**config.mk**
```make
export PLATFORM = sky130hd
export DESIGN_NAME = pspc_sequencer
export DESIGN_NICKNAME = d
export VERILOG_FILES = /design/src/common/pspc_pkg.sv /design/src/hdl/pspc_sequencer.sv
export SDC_FILE = /design/constraint.sdc
export NUM_CORES = 1
export LEC_CHECK = 0
export BUFFER_PORTS_ARGS = -buffer_cell sky130_fd_sc_hd__buf_2
export CORE_MARGIN = 2
export CORE_UTILIZATION = 60
export DETAILED_ROUTE_END_ITERATION = 7
export GPL_ROUTABILITY_DRIVEN = 1
export PLACE_DENSITY_LB_ADDON = 0.1
export SYNTH_ARGS = -nofsm -noshare
export SYNTH_HDL_FRONTEND = slang
export SYNTH_SLANG_ARGS = --single-unit
```
**constraint.sdc**
```tcl
create_clock -name clk_sys -period 12.1 [get_ports clk_sys]
set_clock_uncertainty 0.1 [all_clocks]
set_input_delay 1.21 -clock clk_sys [delete_from_list [all_inputs] [get_ports clk_sys]]
set_output_delay 1.21 -clock clk_sys [all_outputs]
set_load 0.1 [all_outputs]
```
**src/common/pspc_pkg.sv**
```systemverilog
// constants, field positions and state encoding of the load converter sequencer
// assumes all codes are in 12.5 mV setpoint units and delays in master clock ticks
package pspc_pkg;

  // ************************************************************
  // widths
  // ************************************************************
  localparam int VW = 9;
  localparam int DW = 16;
  localparam int TW = 8;
  localparam int PW = 25;

  // ************************************************************
  // protection_config_one fields
  // ************************************************************
  localparam int CFG1_OC_LATCH = 0;
  localparam int CFG1_UV_LATCH = 1;
  localparam int CFG1_OT_LATCH = 2;
  localparam int CFG1_TR_LATCH = 3;
  localparam int CFG1_TR_EN = 4;

  // ************************************************************
  // protection_config_two fields
  // ************************************************************
  localparam int CFG2_PG_LOW95 = 7;
  localparam int CFG2_UV_PCT_HI = 6;

  // ************************************************************
  // protection_config_three and current limit fields
  // ************************************************************
  localparam int CFG3_PT_REPORT = 0;
  localparam int CFG3_PG_REPORT = 1;
  localparam int CLS_TCOMP_EN = 7;

  // ************************************************************
  // status vector, active low, bit positions
  // ************************************************************
  localparam int FL_PT = 0;
  localparam int FL_PG = 1;
  localparam int FL_OC = 2;
  localparam int FL_UV = 3;
  localparam int FL_OT = 4;
  localparam int FL_TR = 5;
  localparam int FLW = 6;
  localparam logic [FLW-1:0] FLAGS_RESET = 6'h3F;

  // ************************************************************
  // thresholds
  // ************************************************************
  localparam logic [7:0] PCT_FULL = 8'h64;
  localparam logic [7:0] PCT_PG_HIGH = 8'h6E;
  localparam logic [7:0] PCT_PG_LOW90 = 8'h5A;
  localparam logic [7:0] PCT_PG_LOW95 = 8'h5F;
  localparam logic [VW-1:0] TRACK_LIMIT = 9'h014;
  localparam logic signed [TW-1:0] TEMP_WARN_SET = 8'sh78;
  localparam logic signed [TW-1:0] TEMP_WARN_CLR = 8'sh75;
  localparam logic signed [TW-1:0] TEMP_OT_SET = 8'sh78;
  localparam logic signed [TW-1:0] TEMP_OT_RESTART = 8'sh6E;

  // ************************************************************
  // timing
  // ************************************************************
  localparam longint CLK_HZ = 40000000;
  localparam longint HICCUP_MS = 130;
  localparam longint HICCUP_CYCLES = (HICCUP_MS * CLK_HZ) / 1000;

  // ************************************************************
  // sequencer states
  // ************************************************************
  typedef enum logic [2:0] {
    ST_OFF,
    ST_ON_WAIT,
    ST_RISE,
    ST_STEADY,
    ST_OFF_WAIT,
    ST_FALL,
    ST_HICCUP,
    ST_LATCHED
  } pspc_state_e;

endpackage

```
**src/hdl/pspc_sequencer.sv**
```systemverilog
// sequencing, slew ramp and protection state machine of one load converter
// assumes all inputs synchronous to clk_sys; mclk_tick is one pulse per master clock edge
`timescale 1ns/10ps
module pspc_sequencer
  import pspc_pkg::*;
#(
  parameter longint HICCUP_CNT = HICCUP_CYCLES
) (
  // clock and reset
  input wire logic clk_sys,
  input wire logic arst_n,
  // commands from the power manager
  input wire logic mclk_tick,
  input wire logic turn_on_req,
  input wire logic status_clear,
  // configuration
  input wire logic [DW-1:0] start_delay,
  input wire logic [DW-1:0] stop_delay,
  input wire logic [DW-1:0] ramp_rate_rise,
  input wire logic [DW-1:0] ramp_rate_fall,
  input wire logic [VW-1:0] vout_setpoint,
  input wire logic [7:0] protection_config_one,
  input wire logic [7:0] protection_config_two,
  input wire logic [7:0] protection_config_three,
  input wire logic [7:0] current_limit_cfg,
  // measurements from the power stage
  input wire logic [VW-1:0] vout_meas,
  input wire logic [VW-1:0] prebias_meas,
  input wire logic current_at_limit,
  input wire logic signed [TW-1:0] temp_meas,
  // open-drain power-ok pin
  input wire logic power_ok_in,
  output logic power_ok_out,
  output logic power_ok_oe,
  // power stage control
  output logic [VW-1:0] setpoint_ramp,
  output logic switches_on,
  output logic tcomp_enable,
  // status
  output logic [FLW-1:0] fault_flag,
  output logic alert_out,
  output logic steady_state
);

  // ************************************************************
  // state
  // ************************************************************
  pspc_state_e state_reg, state_next;
  logic [VW-1:0] ramp_reg, ramp_next;
  logic [DW-1:0] step_cnt_reg, step_cnt_next;
  logic [PW-1:0] dly_cnt_reg, dly_cnt_next;
  logic [31:0] hic_cnt_reg, hic_cnt_next;
  logic sw_reg, sw_next;
  logic fault_pend_reg, fault_pend_next;
  logic [3:0] kind_reg, kind_next;
  logic on_prev_reg;
  logic cycled_reg, cycled_next;
  logic [FLW-1:0] fault_flag_reg;
  logic temp_warn_reg;
  logic pg_drive_reg;
  logic alert_reg;
  logic tcomp_reg;

  // ************************************************************
  // decode
  // ************************************************************
  wire on_rise = turn_on_req & ~on_prev_reg;
  wire on_fall = ~turn_on_req & on_prev_reg;
  wire [PW-1:0] ramp_time = PW'(ramp_reg) * PW'(ramp_rate_fall);
  wire fall_slew = ramp_rate_fall != '0;
  // stop delay shorter than the ramp leaves no wait at all
  wire [PW-1:0] off_wait = !fall_slew ? PW'(stop_delay) :
                           (PW'(stop_delay) > ramp_time) ? PW'(stop_delay) - ramp_time : '0;
  wire [PW-1:0] on_wait = PW'(start_delay);
  wire [DW-1:0] hold_sel = (state_reg == ST_FALL) ? ramp_rate_fall : ramp_rate_rise;
  // each code stands hold_sel ticks, so the fall time matches the off-wait reckoning
  wire [DW-1:0] hold_last = (hold_sel == '0) ? '0 : hold_sel - 16'h0001;
  wire step_due = mclk_tick && (step_cnt_reg >= hold_last);
  wire dly_done = dly_cnt_reg >= ((state_reg == ST_ON_WAIT) ? on_wait : off_wait);

  // thresholds scale with the live setpoint, so margining moves them too
  wire [15:0] vout_x100 = 16'(vout_meas) * 16'(PCT_FULL);
  wire [7:0] uv_pct = {1'b0, protection_config_two[CFG2_UV_PCT_HI:0]};
  wire [7:0] pg_lo_pct = protection_config_two[CFG2_PG_LOW95] ? PCT_PG_LOW95 : PCT_PG_LOW90;
  wire [15:0] uv_thr = 16'(vout_setpoint) * 16'(uv_pct);
  wire [15:0] pg_hi_thr = 16'(vout_setpoint) * 16'(PCT_PG_HIGH);
  wire [15:0] pg_lo_thr = 16'(vout_setpoint) * 16'(pg_lo_pct);
  wire below_uv = vout_x100 < uv_thr;
  wire in_window = (vout_x100 <= pg_hi_thr) && (vout_x100 >= pg_lo_thr);

  wire running = sw_reg;
  wire settled = (state_reg == ST_STEADY) && (ramp_reg == vout_setpoint);
  wire [VW-1:0] trk_diff = (vout_meas > ramp_reg) ? vout_meas - ramp_reg : ramp_reg - vout_meas;

  wire oc_trip = running && current_at_limit && (vout_meas > prebias_meas) && below_uv;
  wire tr_trip = running && (state_reg == ST_RISE) && protection_config_one[CFG1_TR_EN] &&
                 (trk_diff > TRACK_LIMIT);
  wire uv_trip = settled && below_uv && !oc_trip;
  wire ot_hot = temp_meas > TEMP_OT_SET;
  wire ot_trip = running && ot_hot && !fault_pend_reg;
  wire fast_trip = oc_trip || tr_trip;
  wire slow_trip = (uv_trip || ot_trip) && !fault_pend_reg;
  wire [3:0] trip_vec = {tr_trip, ot_trip, uv_trip, oc_trip};

  // overcurrent and overtemperature wait for their cause to clear, undervoltage and tracking do not; overtemperature needs the lower threshold
  wire cond_gone = !(kind_reg[0] && current_at_limit) &&
                   !(kind_reg[2] && (temp_meas >= TEMP_OT_RESTART));
  wire any_latch = |(kind_reg & protection_config_one[CFG1_TR_LATCH:CFG1_OC_LATCH]);
  wire hic_done = hic_cnt_reg >= 32'(HICCUP_CNT - 1);

  // ************************************************************
  // sequencer
  // ************************************************************
  always_comb begin
    state_next = state_reg;
    ramp_next = ramp_reg;
    step_cnt_next = mclk_tick ? step_cnt_reg + 16'h0001 : step_cnt_reg;
    dly_cnt_next = mclk_tick ? dly_cnt_reg + 25'h0000001 : dly_cnt_reg;
    hic_cnt_next = '0;
    sw_next = sw_reg;
    fault_pend_next = fault_pend_reg;
    kind_next = kind_reg | trip_vec;
    cycled_next = cycled_reg | on_fall;
    if (step_due) begin
      step_cnt_next = '0;
    end
    case (state_reg)
      ST_OFF: begin
        if (on_rise) begin
          state_next = ST_ON_WAIT;
          dly_cnt_next = '0;
        end
      end
      ST_ON_WAIT: begin
        if (!turn_on_req) begin
          state_next = ST_OFF;
        end else if (dly_done) begin
          state_next = ST_RISE;
          sw_next = 1'b1;
          step_cnt_next = '0;
        end
      end
      ST_RISE, ST_STEADY: begin
        if (step_due && ramp_reg < vout_setpoint) begin
          ramp_next = ramp_reg + 9'h001;
        end else if (step_due && ramp_reg > vout_setpoint) begin
          ramp_next = ramp_reg - 9'h001;
        end
        if (state_reg == ST_RISE && ramp_reg == vout_setpoint) begin
          state_next = ST_STEADY;
        end
        if (slow_trip || !turn_on_req) begin
          state_next = ST_OFF_WAIT;
          fault_pend_next = slow_trip;
          dly_cnt_next = '0;
        end
      end
      ST_OFF_WAIT: begin
        if (dly_done) begin
          if (fall_slew) begin
            state_next = ST_FALL;
            step_cnt_next = '0;
          end else begin
            sw_next = 1'b0;
            ramp_next = '0;
            state_next = fault_pend_reg ? ST_HICCUP : ST_OFF;
          end
        end
      end
      ST_FALL: begin
        if (ramp_reg == '0) begin
          sw_next = 1'b0;
          state_next = fault_pend_reg ? ST_HICCUP : ST_OFF;
        end else if (step_due) begin
          ramp_next = ramp_reg - 9'h001;
        end
      end
      ST_HICCUP: begin
        hic_cnt_next = hic_cnt_reg + 32'h00000001;
        cycled_next = 1'b0;
        if (hic_done) begin
          hic_cnt_next = hic_cnt_reg;
          if (any_latch) begin
            state_next = ST_LATCHED;
          end else if (cond_gone && turn_on_req) begin
            state_next = ST_ON_WAIT;
            dly_cnt_next = '0;
            fault_pend_next = 1'b0;
            kind_next = '0;
          end else if (cond_gone) begin
            state_next = ST_OFF;
            fault_pend_next = 1'b0;
            kind_next = '0;
          end
        end
      end
      ST_LATCHED: begin
        if (cond_gone && ((status_clear && turn_on_req) || (on_rise && cycled_reg))) begin
          state_next = ST_ON_WAIT;
          dly_cnt_next = '0;
          fault_pend_next = 1'b0;
          kind_next = '0;
        end
      end
      default: begin
        state_next = ST_OFF;
      end
    endcase
    // fast faults open both switches at once, from any live state
    if (fast_trip) begin
      sw_next = 1'b0;
      ramp_next = '0;
      fault_pend_next = 1'b1;
      state_next = ST_HICCUP;
    end
  end

  always_ff @(posedge clk_sys or negedge arst_n) begin
    if (!arst_n) begin
      state_reg <= ST_OFF;
      ramp_reg <= '0;
      step_cnt_reg <= '0;
      dly_cnt_reg <= '0;
      hic_cnt_reg <= '0;
      sw_reg <= 1'b0;
      fault_pend_reg <= 1'b0;
      kind_reg <= '0;
      on_prev_reg <= 1'b0;
      cycled_reg <= 1'b0;
    end else begin
      state_reg <= state_next;
      ramp_reg <= ramp_next;
      step_cnt_reg <= step_cnt_next;
      dly_cnt_reg <= dly_cnt_next;
      hic_cnt_reg <= hic_cnt_next;
      sw_reg <= sw_next;
      fault_pend_reg <= fault_pend_next;
      kind_reg <= kind_next;
      on_prev_reg <= turn_on_req;
      cycled_reg <= cycled_next;
    end
  end

  // ************************************************************
  // status flags and warnings
  // ************************************************************
  // hysteresis keeps the warning from chattering around one threshold
  wire temp_warn_next = (temp_meas > TEMP_WARN_SET) ? 1'b1 :
                        (temp_meas < TEMP_WARN_CLR) ? 1'b0 : temp_warn_reg;
  wire pg_bad = settled && !in_window;
  wire pg_ext_low = !power_ok_in && !pg_drive_reg;
  wire restart_ok = state_next == ST_ON_WAIT && state_reg != ST_OFF && state_reg != ST_ON_WAIT;
  // a trip in the clearing cycle wins over the clear
  wire [3:0] fault_keep = (status_clear || restart_ok) ? 4'h0 : ~fault_flag_reg[FL_TR:FL_OC];
  wire [3:0] fault_low_next = fault_keep | trip_vec;
  wire alert_next = (protection_config_three[CFG3_PT_REPORT] && temp_warn_next) ||
                    (protection_config_three[CFG3_PG_REPORT] && (pg_bad || pg_ext_low));

  always_ff @(posedge clk_sys or negedge arst_n) begin
    if (!arst_n) begin
      fault_flag_reg <= FLAGS_RESET;
      temp_warn_reg <= 1'b0;
      pg_drive_reg <= 1'b1;
      alert_reg <= 1'b0;
      tcomp_reg <= 1'b0;
    end else begin
      temp_warn_reg <= temp_warn_next;
      fault_flag_reg[FL_PT] <= ~temp_warn_next;
      fault_flag_reg[FL_PG] <= ~(pg_bad || pg_ext_low);
      fault_flag_reg[FL_TR:FL_OC] <= ~fault_low_next;
      pg_drive_reg <= !settled || !in_window;
      alert_reg <= alert_next;
      tcomp_reg <= current_limit_cfg[CLS_TCOMP_EN];
    end
  end

  // ************************************************************
  // outputs
  // ************************************************************
  assign power_ok_out = 1'b0;
  assign power_ok_oe = pg_drive_reg;
  assign setpoint_ramp = ramp_reg;
  assign switches_on = sw_reg;
  assign tcomp_enable = tcomp_reg;
  assign fault_flag = fault_flag_reg;
  assign alert_out = alert_reg;
  assign steady_state = settled;

endmodule

```
# == Word-level counts from Yosys, hierarchy flattened ==
# Cells that the tools add are included.
# classes
mul,5
magnitude_cmp,15
n_addsub,9
bitwise_logic,12
eq_ne,24
reduce_logical,60
muxes,73
# op_table
op,n
$mux W25,10
$mux W16,8
$pmux W25 S4,1
$mux W9,8
$mux W32,2
$mux W3,16
$add A32 B1 Y32 const B,1
$ge A16 B16 Y1,2
$ge A32 B23 Y1 const B,1
$mul A9 B7 Y16,2
$pmux W16 S2,1
$logic_and A1 B1 Y1,30
$ne A3 B3 Y1 const B,10
$gt A9 B9 Y1,3
$pmux W9 S3,1
$add A25 B1 Y25 const B,1
$ge A25 B25 Y1,1
$gt A16 B25 Y1,1
$mul A9 B16 Y25,1
$sub A16 B25 Y25,1
$mux W4,6
$pmux W3 S7,1
$reduce_and A6 Y1,3
$sub A9 B9 Y9,2
other kinds (40),85
# word_totals
in_bits,138
wordCells,213
out_inout_bits,21
regBits,103

# == Logic depth before layout (Yosys ltp) ==
# logic_depth
ltp_word,18
mapped_depth,39
depth_no_buf,36

# == Worst setup path before layout ==
# OpenSTA, ideal clock, no wires.
# synth_timing
path_kind,register -> register
from,reg ramp_reg[2] (netlist: setpoint_ramp[2])
to,reg fault_flag_reg[2] (netlist: fault_flag[2])
arrival_ps,8984
setup_time_ps,73
stages_incl_launch_ff,40
required_time_ps,11927
slack_ps,2943
n_path_buf,3
synth_period_minus_slack_ps,9157
cell_sequence,dfrtp_1 > clkbuf_1 > clkbuf_1 > nand2_1 > fa_1 > inv_1 > fa_1 > inv_1 > fa_1 > fa_1 > inv_1 > ha_1 > o21a_1 > a21oi_1 > nor2b_1 > nor2_1 > o21bai_1 > a21oi_1 > [4 not listed] > nor3_1 > nor4_1 > nand4_1 > nor4_4 > and2b_4 > buf_6 > a21oi_1 > ha_1 > a21oi_1 > o21ai_0 > a2111oi_0 > a211oi_1 > o21a_1 > a32o_1 > a211oi_1 > nor4b_1 > a21oi_1 > a21oi_1
# synth_between
elab_chain_cells,17
word_cells_on_any_way,38
cone_classes,3 x add/sub; 1 x mul; 4 x order compare; 2 x eq/ne; 13 x mux; 2 x bitwise; 13 x reduce/logical
# synth_rtl
item,line,text
start: declaration,pspc_sequencer.sv:49,"logic [VW-1:0] ramp_reg, ramp_next;"
start signal: assignment,pspc_sequencer.sv:232,ramp_reg <= ramp_next;
$mul A9 B16 Y25 or $eq A9 B9 Y1 (tied branches),"pspc_sequencer.sv:69, pspc_sequencer.sv:92, pspc_sequencer.sv:149",
"$sub A16 B25 Y25, or another cell as far along",pspc_sequencer.sv:73,(PW'(stop_delay) > ramp_time) ? PW'(stop_delay) - ramp_time : '0;
$mux W25 or $logic_and A1 B1 Y1 (tied branches),"pspc_sequencer.sv:73, pspc_sequencer.sv:98",
$mux W25 or $logic_and A1 B1 Y1 (tied branches),"pspc_sequencer.sv:72, pspc_sequencer.sv:98",
$mux W25 or $logic_or A1 B1 Y1 (tied branches),"pspc_sequencer.sv:79, pspc_sequencer.sv:102",
$ge A25 B25 Y1 or $logic_and A1 B1 Y1 (tied branches),"pspc_sequencer.sv:79, pspc_sequencer.sv:102",
$mux W3 or $logic_or A1 B1 Y1 (tied branches),"pspc_sequencer.sv:137, pspc_sequencer.sv:152",
$mux W3 (on tied branches),"pspc_sequencer.sv:135, pspc_sequencer.sv:152",
$pmux W3 S7,pspc_sequencer.sv:127,case (state_reg)
$mux W3 *,pspc_sequencer.sv:210,if (fast_trip) begin
$eq A3 B1 Y1 *,pspc_sequencer.sv:252,wire restart_ok = state_next == ST_ON_WAIT && state_reg != ST_OFF && state_reg != ST_ON_WAIT;
$logic_and A1 B1 Y1 * (2 in series),pspc_sequencer.sv:252,
$logic_or A1 B1 Y1 *,pspc_sequencer.sv:254,wire [3:0] fault_keep = (status_clear || restart_ok) ? 4'h0 : ~fault_flag_reg[FL_TR:FL_OC];
$mux W4 *,pspc_sequencer.sv:254,
$or A4 B4 Y4 *,pspc_sequencer.sv:255,wire [3:0] fault_low_next = fault_keep | trip_vec;
$not A4 Y4 *,pspc_sequencer.sv:270,fault_flag_reg[FL_TR:FL_OC] <= ~fault_low_next;
end signal: indexed assignment,pspc_sequencer.sv:268,fault_flag_reg[FL_PT] <= ~temp_warn_next;
end signal: indexed assignment,pspc_sequencer.sv:269,fault_flag_reg[FL_PG] <= ~(pg_bad || pg_ext_low);
end signal: indexed assignment,pspc_sequencer.sv:270,
end: declaration,pspc_sequencer.sv:58,logic [FLW-1:0] fault_flag_reg;
# Every way passes the cells marked *; elsewhere a longest branch is shown, timed or not.
# A chain may end at the register's enable or synchronous reset.

# == Final worst setup path ==
# layout_timing
from,reg ramp_reg[2] (netlist: setpoint_ramp[2])
to,reg fault_flag_reg[4] (netlist: fault_flag[4])
# Same word-level chain as after synthesis.

==> flow_metrics.py <==
metrics = {
    "critical_path": {
        "end_kind": "flip-flop",
        "max_stage_delay_ns": 1.06,
        "critical_path_class": "reg -> reg",
        "path_max_fanout": 24,
        "cp.required_ns": 12.30,
        "arrival_ns": 10.12,
        "cpMostUsedCell": "a21oi_1",
        "cp_num_buf_inv": 3,
        "start_kind": "flip-flop",
        "slowest_stage": "dfrtp_1",
        "crit_family": "adder cells",
    },
    "routing": {
        "drt-initial-drc-count": 1130,
        "route.detailed.drc": 0,
        "drt-wirelength-per-cell_um": 16.5,
        "wl_mm": 47.9,
        "vias_per_cell": 5.75,
        "ant_nets": 0,
        "via_count": 16700,
        "firstDrtPassIters": 6,
    },
    "finish": {
        "design_area_sq_um": 21200,
        "finalNetCount": 3098,
        "largest_reg_flops": 32,
        "area_growth_syn_to_layout_pct": 6.55,
        "stdcell_count": 2904,
        "drive_gt1_share_pct": 8.13,
        "final_util_pct": 65.0,
    },
    "synthesis": {
        "syn_avg_cell_area_sq_um": 8.38,
        "yosysWarnings": 0,
        "synth_top_flop_cell": "dfrtp_1",
        "yosysSeqAreaShare_pct": 13.0,
        "ys_ff_latch": 103,
        "synthArstFlopShare_pct": 100,
        "synth-edff-count": 0,
        "synth_cell_types": 85,
        "yosysTopAreaCellShare_pct": 20.1,
        "synthTopCellsByArea": "ha_1 20%, fa_1 19%, dfrtp_1 12%",
        "synth_area_sq_um": 19900,
        "yosysTopAreaCell": "ha_1",
        "postSynthCellCount": 2373,
    },
    "status": {
        "status": "complete, no violations",
    },
    "clocking": {
        "cts_buffers": 9,
        "cts_tree": "yes",
        "cts_buffer_depth": 2,
        "cts_hold_buffers": 0,
        "clock_latency_ns": 0.38,
        "cts-root-buf": "clkbuf_16",
        "h-tree-depth": 3,
        "path_clk_slew_ns": 0.09,
        "cts_resized": 0,
        "clock-sinks": 103,
        "cts_setup_buffers": 0,
    },
    "grt": {
        "grt_pass1_vias": 16500,
        "grt_max_degree": 60,
        "grt_overflow": 0,
        "grt_pass1_wl_mm": 80.1,
        "antenna_found_initial": 0,
        "grt_util_all_layers_pct": 28.6,
    },
    "power_and_ir_drop": {
        "p_leak_nw": 11.2,
        "internal_power_mw": 2.73,
        "swShare_pct": 55.1,
        "netSwitchingPower_mw": 3.35,
        "power.density_nw_per_um2": 287,
        "p_seq_share_pct": 8.0,
        "peakVddDrop_uv": 309,
        "combPwrFrac_pct": 87.0,
        "pwr-share-clk_pct": 5.0,
    },
    "sta": {
        "tightest_slew_ns": 1.10,
        "finalCriticalPeriod_ns": 9.91,
        "drv_slew": 0,
        "max_freq_mhz": 101,
        "rsz0062_at_grt": "false",
        "slew_headroom_pct": 26.3,
        "finalCritPeriodShare_pct": 81.9,
        "final_hold_viol_count": 0,
        "setup_tns_ns": 0,
        "final-setup-viol-count": 0,
    },
    "placement": {
        "hpwl_mm": 38.5,
        "dp_cells": 2887,
        "placedInstanceArea_sq_um": 20900,
        "routabilityCongestion": 0.884,
        "port_buffers": 141,
    },
    "floorplanning": {
        "die-area_sq_um": 34600,
        "rows": 66,
        "core_sq_um": 32600,
        "die_w_um": 186,
        "die_h_um": 186,
        "io_pins": 159,
        "initial_utilization_pct": 61.0,
    },
    "run": {
        "max_cap_violations": 0,
    },
    "worst_hold_path": {
        "min_path_type": "reg -> reg",
    },
}
==> worst reg2reg max path, delay by kind of cell, from the launching register on <==
family	cells	cell delay [ns]
buffers and inverters	3	0.16
xor gates and xnor gates	1	0.19
and+or+nand+nor	11	2.39
adders and majority gates	7	3.09
DFF	1	1.06
AOI/OAI and AO/OA	13	2.83
==> cell usage after synthesis, drive strengths merged, types with 25 or more instances <==
| master | instances |
|---|---|
| ha | 319 |
| a21o | 50 |
| nor3 | 49 |
| xnor2 | 75 |
| nand2 | 226 |
| o21ai | 82 |
| a21oi | 122 |
| and2 | 126 |
| o21a | 26 |
| nand4 | 37 |
| xor2 | 69 |
| dfrtp | 96 |
| nor2 | 141 |
| fa | 185 |
| mux2i | 25 |
| clkbuf | 66 |
| nand3 | 43 |
| inv | 358 |
==> placed cells by master, fill, tap and decap left out, drive strengths merged, types with 10 or more instances in the layout <==
cell / instances
a211oi: 13
xor2: 69
clkbuf: 10
and3: 16
nand3: 43
a31oi: 12
and2: 126
o21a: 26
buf: 148
o211ai: 14
o21ai: 82
a21oi: 122
mux2i: 25
nand2b: 23
dfrtp: 96
nand2: 226
a21o: 50
nand4: 37
nor2b: 22
or3: 18
nor2: 141
inv: 361
nor4: 13
xnor2: 75
ha: 319
nor3: 49
fa: 185
o21bai: 11
==> final timing paths <==
kind | startpoint | to | slack (ns) | cells past startpoint
max in group asynchronous | arst_n | dly_cnt_reg[15] | 9.95 | 2
min in group asynchronous | arst_n | hic_cnt_reg[13] | 0.81 | 1
min reg2reg | fault_flag[2] | fault_flag[2] | 0.37 | 2
min | fault_flag[2] | fault_flag[2] | 0.37 | 2
max reg2reg | setpoint_ramp[2] | fault_flag[4] | 2.19 | 35
max | setpoint_ramp[2] | fault_flag[4] | 2.19 | 35
==> per-layer routing <==
metal	routed length [um]	track usage (%)
met3	2370	3.11
met4	550	5.98
met2	22700	47.6
met5	0	0
met1	22300	40.4
==> cell families (layout without fill, tap and decap cells) <==
| family | count (synthesis) | in the layout | share of synthesized area, % |
|---|---|---|---|
| AOI/OAI and AO/OA | 405 | 405 | 13.2 |
| xor gates and xnor gates | 144 | 144 | 6.34 |
| adders and majority gates | 504 | 504 | 38.7 |
| buffers and inverters | 438 | 523 | 8.38 |
| DFF | 103 | 103 | 13.0 |
| muxes | 29 | 29 | 1.56 |
| other | 2 | 6 | 0.0378 |
| and+or+nand+nor | 748 | 748 | 18.8 |
==> layout make-up <==
cell class / count / area, sq um
diodes: 1 / 2.50
clock buffers: 10 / 229
clock inverters: 6 / 62.6
fillers: 2802 / 11400
inverters: 359 / 1350
multi-input cells: 1835 / 15700
flip-flops and latches: 103 / 2590
well taps: 442 / 553
repair buffers: 148 / 761
==> stage by stage <==
stage | hold WS [ns] | worst slack, ns | power [mW]
after global routing | 0.398 | 1.58 | 6.82
after floorplan | 0.344 | 2.94 | 4.50
after CTS | 0.365 | 2.28 | 6.05
after global placement | 0.349 | 2.05 | 5.55
final | 0.365 | 2.19 | 6.07
after detailed placement | 0.354 | 1.98 | 5.70
==> power groups by stage <==
stage	clock network, mW	registers, mW	logic (mW)
after floorplan	0	0.527	3.97
after global placement	0	0.490	5.06
after detailed placement	0	0.491	5.21
after CTS	0.309	0.486	5.26
after global routing	0.317	0.495	6.00
final	0.302	0.489	5.28
Power figures use the tool's default switching activity.
